`src/verilog/supply_good_pkg.sv`:
```
// constants shared by the supply-good status logic
// assumes a single 40 MHz system clock domain
package supply_good_pkg;
    // ------------------------------------------------------------
    // synchroniser and reset values
    // ------------------------------------------------------------
    localparam int SYNC_STAGES = 2; // flops per comparator input
    localparam logic SYNC_RESET = 1'h0; // synchroniser reset level
    localparam logic VALID_RESET = 1'h0; // supply-good deasserted at reset
    localparam logic BLOCK_RESET = 1'h1; // reverse blocking active at reset
    localparam logic ACTIVE_HIGH = 1'h1; // polarity value for active-high variant
    localparam logic OE_RESET = 1'h1; // pin released during reset
    localparam logic INRUSH_RESET = 1'h0; // no inrush in progress at reset
    localparam logic PIN_DATA = 1'h0; // open-drain data, only ever pulls low
endpackage : supply_good_pkg

```
`src/verilog/supply_good_status.sv`:
```
// supply-good status logic of a power-path protection switch
// assumes comparator inputs are asynchronous and an external pull-up sits on the output pin
`timescale 1ns/1ps
module supply_good_status #(
    parameter logic ACTIVE_LEVEL = supply_good_pkg::ACTIVE_HIGH // 1: high-true pin
) (
    // clock and reset
    input wire logic clk_sys,
    input wire logic reset_n,
    // supply comparators, asynchronous, high when tripped; supplyPresent is high when the supply is up
    input wire logic supplyBrownoutDetect, // below brownout threshold
    input wire logic undervoltageLockout, // below undervoltage threshold
    input wire logic overvoltageLockout, // above overvoltage threshold
    input wire logic shutdownThreshold, // enable below shutdown level
    input wire logic supplyPresent, // internal supply up
    // gate drive status, asynchronous
    input wire logic gateOverdriveReached,
    // load-side events, for reverse blocking only
    input wire logic loadFault, // overcurrent, short, monitor pin or thermal fault
    // reverse blocking control pin, high or open enables blocking
    input wire logic reverseBlockControl,
    // supply-good open-drain pin
    output logic supplyValidOut, // pin output value, always low
    output logic supplyValidOe_n, // low while pulling the pin low
    // status outputs
    output logic inrushActive, // inrush sequence in progress
    output logic reverseBlockEnable // reverse blocking active
);
    // ------------------------------------------------------------
    // input synchronisers
    // ------------------------------------------------------------
    localparam int NUM_IN = 8; // synchronised inputs
    logic [NUM_IN-1:0] rawIn; // asynchronous inputs
    logic [NUM_IN-1:0] syncIn; // after two flops
    assign rawIn = {reverseBlockControl, loadFault, supplyPresent, gateOverdriveReached,
                    shutdownThreshold, overvoltageLockout, undervoltageLockout,
                    supplyBrownoutDetect};
    // one two-flop stage per input, only the second flop reads the first
    genvar gi;
    generate
        for (gi = 0; gi < NUM_IN; gi++) begin : g_sync
            level_sync u_sync (
                .clk_sys(clk_sys),
                .reset_n(reset_n),
                .levelIn(rawIn[gi]),
                .levelOut(syncIn[gi])
            );
        end
    endgenerate
    logic brownSync, uvSync, ovSync, sdSync, gateSync, presSync, faultSync, rcbSync;
    assign {rcbSync, faultSync, presSync, gateSync, sdSync, ovSync, uvSync, brownSync} = syncIn;
    // supply is valid only with supply present and every other supply comparator clear
    logic supplyOk;
    assign supplyOk = presSync && !brownSync && !uvSync && !ovSync && !sdSync;
    // ------------------------------------------------------------
    // supply-good state machine
    // ------------------------------------------------------------
    typedef enum logic [1:0] {ST_OFF, ST_INRUSH, ST_GOOD} sg_state_e;
    sg_state_e state, next_state;
    logic validInt, next_validInt; // asserted level, polarity-free
    logic inrush, next_inrush;
    // next state; load faults are deliberately not an input here
    always_comb begin
        next_state = state;
        unique case (state)
            ST_OFF: begin // held deasserted until supply is valid
                if (supplyOk) begin
                    next_state = ST_INRUSH;
                end
            end
            ST_INRUSH: begin
                if (!supplyOk) begin
                    next_state = ST_OFF;
                end else if (gateSync) begin
                    next_state = ST_GOOD;
                end
            end
            ST_GOOD: begin // only supply loss leaves this state
                if (!supplyOk) begin
                    next_state = ST_OFF;
                end
            end
            default: begin // unused code, fall back to the safe deasserted state
                next_state = ST_OFF;
            end
        endcase
        next_validInt = (next_state == ST_GOOD);
        next_inrush = (next_state == ST_INRUSH);
    end
    // register state; reset lands in the pre-inrush state
    always_ff @(posedge clk_sys or negedge reset_n) begin
        if (!reset_n) begin
            state <= ST_OFF;
            validInt <= supply_good_pkg::VALID_RESET;
            inrush <= supply_good_pkg::INRUSH_RESET;
        end else begin
            state <= next_state;
            validInt <= next_validInt;
            inrush <= next_inrush;
        end
    end
    // ------------------------------------------------------------
    // pin drive and reverse blocking
    // ------------------------------------------------------------
    logic next_oe_n, next_block;
    // pin is released when its level should read high; pull-up makes the high
    // without supply nothing pulls, so the pin floats to the pull-up level
    always_comb begin
        if (!presSync) begin
            next_oe_n = 1'h1;
        end else begin
            next_oe_n = (next_validInt == ACTIVE_LEVEL);
        end
        // blocking may drop only in steady state with no fault
        next_block = !(next_state == ST_GOOD && !faultSync && !rcbSync);
    end
    // outputs straight from flops
    always_ff @(posedge clk_sys or negedge reset_n) begin
        if (!reset_n) begin
            supplyValidOe_n <= supply_good_pkg::OE_RESET;
            reverseBlockEnable <= supply_good_pkg::BLOCK_RESET;
        end else begin
            supplyValidOe_n <= next_oe_n;
            reverseBlockEnable <= next_block;
        end
    end
    // open-drain data is constant low, a flop to keep outputs registered
    always_ff @(posedge clk_sys or negedge reset_n) begin
        if (!reset_n) begin
            supplyValidOut <= supply_good_pkg::PIN_DATA;
        end else begin
            supplyValidOut <= supply_good_pkg::PIN_DATA;
        end
    end
    assign inrushActive = inrush;
endmodule : supply_good_status

```
`src/verilog/level_sync.sv`:
```
// two-flop synchroniser for one asynchronous level
// assumes input comes from an analog comparator or pin
`timescale 1ns/1ps
module level_sync (
    // clock and reset
    input wire logic clk_sys,
    input wire logic reset_n,
    // level in and out
    input wire logic levelIn,
    output logic levelOut
);
    // ------------------------------------------------------------
    // synchroniser stages
    // ------------------------------------------------------------
    logic stageOne; // first flop, read only by the second
    // both flops reset to a constant; no logic between them
    always_ff @(posedge clk_sys or negedge reset_n) begin
        if (!reset_n) begin
            stageOne <= supply_good_pkg::SYNC_RESET;
            levelOut <= supply_good_pkg::SYNC_RESET;
        end else begin
            stageOne <= levelIn;
            levelOut <= stageOne;
        end
    end
endmodule : level_sync

```
`config.mk`:
```
export PLATFORM = sky130hd
export DESIGN_NAME = supply_good_status
export DESIGN_NICKNAME = d
export VERILOG_FILES = /design/src/verilog/supply_good_pkg.sv /design/src/verilog/supply_good_status.sv /design/src/verilog/level_sync.sv
export SDC_FILE = /design/constraint.sdc
export NUM_CORES = 1
export LEC_CHECK = 0
export BUFFER_PORTS_ARGS = -buffer_cell sky130_fd_sc_hd__clkbuf_2
export CORE_MARGIN = 4
export CORE_UTILIZATION = 40
export CTS_CLUSTER_SIZE = 8
export DETAILED_ROUTE_END_ITERATION = 12
export GPL_TIMING_DRIVEN = 0
export PLACE_DENSITY = 0.68
export SYNTH_ARGS = -nofsm -noshare
export SYNTH_HDL_FRONTEND = slang
export SYNTH_SLANG_ARGS = --single-unit
```
`constraint.sdc`:
```
create_clock -name clk_sys -period 2.9 [get_ports clk_sys]
set_input_delay 0.29 -clock clk_sys [delete_from_list [all_inputs] [get_ports clk_sys]]
set_output_delay 0.29 -clock clk_sys [all_outputs]
set_load 0.01 [all_outputs]
```
==> flow_summary.json, run 1 <==
{
  "vias": 306,
  "drtIter0Drc": 1,
  "synthToLayoutAreaGrowth_pct": 19.21,
  "period_share_pct": 42.38,
  "place_congestion": 0.6681,
  "tritoncts": "done",
  "busiest_layer": "met2",
  "routed_wl_um": 679,
  "grt.overflow.total": 0,
  "drv_slew": 0,
  "num-fill-cells": 129,
  "cap_violations": 0,
  "core_area_um2": 1366,
  "die_y_um": 46.91,
  "ff2ff_path_depth": 3,
  "grt_pass1_wl_um": 1159,
  "crit_path_start_kind": "flip-flop",
  "slowest_delay_ns": 0.53,
  "io_pins": 14,
  "nets": 62,
  "drive_gt1_share_pct": 37.25,
  "path_cells": "clkbuf_2",
  "p_total_uw": 455.5,
  "die_x_um": 46.91,
  "rrSetupSlack_ns": 1.72,
  "grt_usage_pct": 7.895,
  "wire_per_inst_um": 10.29,
  "ys_seq_area_share_pct": 87.19,
  "hold_path_depth": 1,
  "drtAntennaViolNets": 0,
  "vias_per_cell": 4.636,
  "io_buffers": 12,
  "syn_nets": 44,
  "end_kind": "primary output",
  "clock.fmax_mhz": 813.7,
  "r2r_end": "reverseBlockEnable",
  "finalSetupTns_ns": 0,
  "min_path_type": "in2reg",
  "path_delay_family": "flip-flops",
  "fin_area_um2": 721.9,
  "clock_sinks": 21,
  "final_util_pct": 52.84,
  "cts_buffers": 3,
  "syn_area_per_cell_um2": 17.81,
  "skew_ns": 0.006940,
  "crit_type": "reg2out",
  "antenna_cells": 0,
  "clk_pin_slew_ns": 0.11,
  "cts.path.max_buffers": 2,
  "period_needed_ns": 1.229,
  "final_cell_mix": "19 x dfrtp_1, 12 x clkbuf_2, 3 x clkbuf_4",
  "powerDensity_nw_per_um2": 631.0,
  "synthesis.area_um2": 605.6,
  "yosysTopAreaCell": "dfrtp_1",
  "use_met3_pct": 4.598,
  "grt_use_met2_pct": 12.20,
  "reg2reg_from": "state[1]",
  "ys_ff_latch": 21,
  "grt_max_degree": 22,
  "status": "finished, final reports clean",
  "dieArea_um2": 2201,
  "rows": 13,
  "cp.arrival_ns": 0.94,
  "synthCells": 34,
  "initial_utilization_pct": 44.32,
  "grt_util_met1_pct": 8.933,
  "rsz0062_at_grt": "false",
  "cp_slowest_cell": "dfstp_2",
  "layout_commonest_cell": "dfrtp_1",
  "yosys_warnings": 0,
  "placed_area_um2": 684.4,
  "synth_cell_type_count": 13,
  "drc": 0,
  "worstHoldEndpoint": "g_sync[7].u_sync.stageOne",
  "vdd_drop_max_mv": 0.3239,
  "htree_levels": 1,
  "synth_top_cell_area_share_pct": 78.51,
  "clockRootBuffer": "clkbuf_4",
  "grt_pass1_vias": 303,
  "antenna_found_initial": 0,
  "clkLatencyLatePin_ns": 0.29,
  "synth.top_cells.by_area": "dfrtp_1 79%, dfstp_2 8.7%, a211oi_1 2.5%, and3b_1 1.4%, o2111ai_1 1.4%",
  "finalHoldViolCount": 0,
  "firstDrtPassIters": 2,
  "hold_path_startpoint": "reverseBlockControl",
  "worstPathMaxFanout": 1,
  "setup_viol": 0,
  "path_buf_inv": 1,
  "cp_data_required_time_ns": 2.61,
  "p_leak_nw": 0.3633
}
[power breakdown]
group          switching, mW  internal [mW]
registers            0.00382          0.306
clock network         0.0785         0.0512
logic                0.00902        0.00740
[routing by layer]
| layer | wire length (µm) | part of all wire [%] |
|---|---|---|
| met5 | 0 | 0 |
| met4 | 0 | 0 |
| met3 | 76 | 11 |
| met2 | 326 | 48 |
| met1 | 276 | 41 |
[layout make-up]
type,instances,area (µm²),share of cell area [%]
tap,15,18.77,2.600
multi-input combinational,11,66.31,9.185
inverter,1,3.754,0.5199
sequential,21,528.0,73.14
timing repair buffer,13,70.07,9.705
clock inverter,1,5.005,0.6932
buffer,1,7.507,1.040
clock buffer,3,22.52,3.120
[synthesized netlist by cell type]
master and count:
a211oi_1 2, and2b_1 1, and3b_1 1, buf_4 1
conb_1 1, dfrtp_1 19, dfstp_2 2, inv_1 1
nand2_1 1, nand3_1 1, nor2_1 2, o2111ai_1 1
or3_1 1
[metrics by stage]
stage,worst slack (ns),instances,hold slack (ns)
2_1_floorplan,1.787,34,-0.005591
3_3_place_gp,1.733,61,0.2619
3_5_place_dp,1.729,61,0.2642
4_1_cts,1.656,66,0.08406
5_1_grt,1.619,66,0.07073
6_report,1.671,66,0.09371
[cells by family (layout without fill, tap and decap cells)]
| group | count (synthesis) | in the layout | share of synthesized area, % |
|---|---|---|---|
| buffers and inverters | 2 | 19 | 1.859 |
| other | 1 | 1 | 0.6192 |
| AND/OR/NAND/NOR | 7 | 7 | 6.405 |
| flip-flops | 21 | 21 | 87.19 |
| AO/OA/AOI/OAI | 3 | 3 | 3.925 |
[how the worst max path moves through the flow]
stage               startpoint            endpoint  slack [ns]  cells past startpoint
3_3_place_gp          state[1]  reverseBlockEnable        1.73                      3
5_1_grt               state[1]  reverseBlockEnable        1.62                      3
4_1_cts        supplyValidOe_n     supplyValidOe_n        1.66                      1
3_5_place_dp          state[1]  reverseBlockEnable        1.73                      3
6_report       supplyValidOe_n     supplyValidOe_n        1.67                      1
2_1_floorplan         state[1]  reverseBlockEnable        1.79                      3
[state kept, by name, indices dropped and copies added (netlist names)]
name,count
inrushActive,1
g_sync.u_sync.stageOne,8
g_sync.u_sync.levelOut,8
supplyValidOe_n,1
reverseBlockEnable,1
state,2
[repair_timing]
item | in CTS | in global routing
resized for setup | 0 | 0
setup buffers | 0 | 0
hold buffers | 1 | 0
setup endpoints to repair | 0 | 0
hold endpoints to repair | 19 | 0
No activity file was read; power rests on OpenSTA's default activity.
==> run 2: changes to the inputs <==
==> constraint.sdc (replaced) <==
create_clock -name clk_sys -period 1.2 [get_ports clk_sys]
set_input_delay 0.12 -clock clk_sys [delete_from_list [all_inputs] [get_ports clk_sys]]
set_output_delay 0.12 -clock clk_sys [all_outputs]
set_load 0.01 [all_outputs]
==> run 2 against run 1 <==
  * Power rose by 150%
  * Largest cell class unchanged
  * Critical path depth rose by 2
  * Sequential power rose by 140%
  * Largest power group unchanged
  * Highest routed layer unchanged
  * Worst hold slack improved by 0.21 ns
  * Worst setup slack got worse by 1.7 ns
==> flow_summary.json, run 2 (same netlist as run 1, synthesis figures left out) <==
{
  "htree_levels": 1,
  "setup_ws_ns": 0.002421,
  "die_x_um": 46.91,
  "firstDrtPassIters": 2,
  "grt_pass1_wl_um": 1269,
  "finalHoldViolCount": 0,
  "ff2ff_path_depth": 3,
  "cp_slowest_cell": "dfrtp_1",
  "finalSetupTns_ns": 0,
  "grt_max_degree": 22,
  "period_needed_ns": 1.198,
  "grt.overflow.total": 0,
  "vdd_drop_max_mv": 0.8131,
  "setup_viol": 0,
  "grt_usage_pct": 8.612,
  "powerDensity_nw_per_um2": 1382,
  "end_kind": "flip-flop",
  "cts_buffers": 3,
  "rows": 13,
  "vias_per_cell": 4.467,
  "antenna_found_initial": 0,
  "final_cell_mix": "19 x dfrtp_1, 12 x clkbuf_2, 9 x dlygate4sd3_1",
  "drv_slew": 0,
  "drc": 0,
  "synthToLayoutAreaGrowth_pct": 34.71,
  "clockRootBuffer": "clkbuf_4",
  "drive_gt1_share_pct": 35.00,
  "status": "finished, final reports clean",
  "num-fill-cells": 116,
  "cts.path.max_buffers": 2,
  "layout_commonest_cell": "dfrtp_1",
  "io_pins": 14,
  "place_ws_ns": 0.02856,
  "cap_violations": 0,
  "min_path_type": "in2async",
  "routed_wl_um": 755,
  "io_buffers": 12,
  "path_buf_inv": 0,
  "dieArea_um2": 2201,
  "nets": 71,
  "clk_pin_slew_ns": 0.11,
  "vias": 335,
  "whs_ns": 0.3032,
  "clock_sinks": 21,
  "rsz0062_at_grt": "true",
  "grt_pass1_vias": 333,
  "slowest_delay_ns": 0.42,
  "clkLatencyLatePin_ns": 0.29,
  "die_y_um": 46.91,
  "antenna_cells": 0,
  "drtIter0Drc": 1,
  "clock.fmax_mhz": 835.0,
  "path_delay_family": "simple AND/OR/NAND/NOR gates",
  "crit_path_start_kind": "flip-flop",
  "reg.largest.list": "g_sync.u_sync.levelOut: 8 flops, g_sync.u_sync.stageOne: 8 flops, state: 2 flops",
  "met2WireLength_um": 392,
  "wire_per_inst_um": 10.07,
  "cp_data_required_time_ns": 1.43,
  "p_leak_nw": 0.4008,
  "tritoncts": "done",
  "initial_utilization_pct": 44.32,
  "crit_type": "reg2reg",
  "path_cells": "and3b_1, o2111ai_2, or3_1",
  "drt-met1-wl_um": 284,
  "cp.depth": 3,
  "skew_ns": 0.01002,
  "core_area_um2": 1366,
  "drtAntennaViolNets": 0,
  "maxUsedRoutingLayer": "met3",
  "worstPathMaxFanout": 4,
  "wl_met3_um": 77,
  "period_share_pct": 99.80,
  "place_congestion": 0.6681,
  "cp.arrival_ns": 1.43
}
[run 2: final timing paths]
check                                          start                         to  slack (ns)
max                                         state[1]         reverseBlockEnable       0.002
min in group clk_sys       g_sync[3].u_sync.stageOne  g_sync[3].u_sync.levelOut        0.36
max reg2reg                                 state[1]         reverseBlockEnable       0.002
min                                          reset_n                   state[1]        0.30
max in group asynchronous                    reset_n         reverseBlockEnable        0.55
min reg2reg                g_sync[3].u_sync.stageOne  g_sync[3].u_sync.levelOut        0.36
[run 2: layout make-up]
| class | instances | area, µm² | area share, % |
|---|---|---|---|
| inverter | 1 | 3.754 | 0.4601 |
| clock inverter | 1 | 5.005 | 0.6135 |
| tap | 15 | 18.77 | 2.301 |
| clock buffer | 3 | 22.52 | 2.761 |
| sequential | 21 | 528.0 | 64.72 |
| timing repair buffer | 22 | 157.7 | 19.33 |
| multi-input combinational | 11 | 72.57 | 8.896 |
| buffer | 1 | 7.507 | 0.9202 |
[run 2: stage by stage]
stage / area, µm² / total power [mW] / util (%) / std cells
global placement: 684.4 / 0.7976 / 50.09 / 61
CTS: 802.0 / 1.137 / 58.70 / 74
global route: 815.8 / 1.178 / 59.71 / 75
floorplan: 605.6 / 0.7685 / - / 34
detailed placement: 684.4 / 0.8000 / 50.09 / 61
finish: 815.8 / 1.127 / 59.71 / 75
[run 2: report_power, final]
group / internal (mW) / switching [mW] / total, mW
clock network: 0.124 / 0.195 / 0.319
logic: 0.0348 / 0.0256 / 0.0604
registers: 0.738 / 0.00961 / 0.748
total: 0.897 / 0.230 / 1.13
[run 2: per-layer routing]
| metal | vias up | GRT usage (%) |
|---|---|---|
| li1 | 162 | - |
| met1 | 159 | 9.181 |
| met2 | 14 | 14.36 |
| met3 | 0 | 4.598 |
| met4 | 0 | 3.315 |
| met5 | - | 0 |
[run 2: timing repair]
item | CTS | global route
hold endpoints to repair | 27 | 0
resized for setup | 0 | 1
buffers inserted | 0 | 1
setup endpoints to repair | 0 | 1
hold buffers | 9 | 0
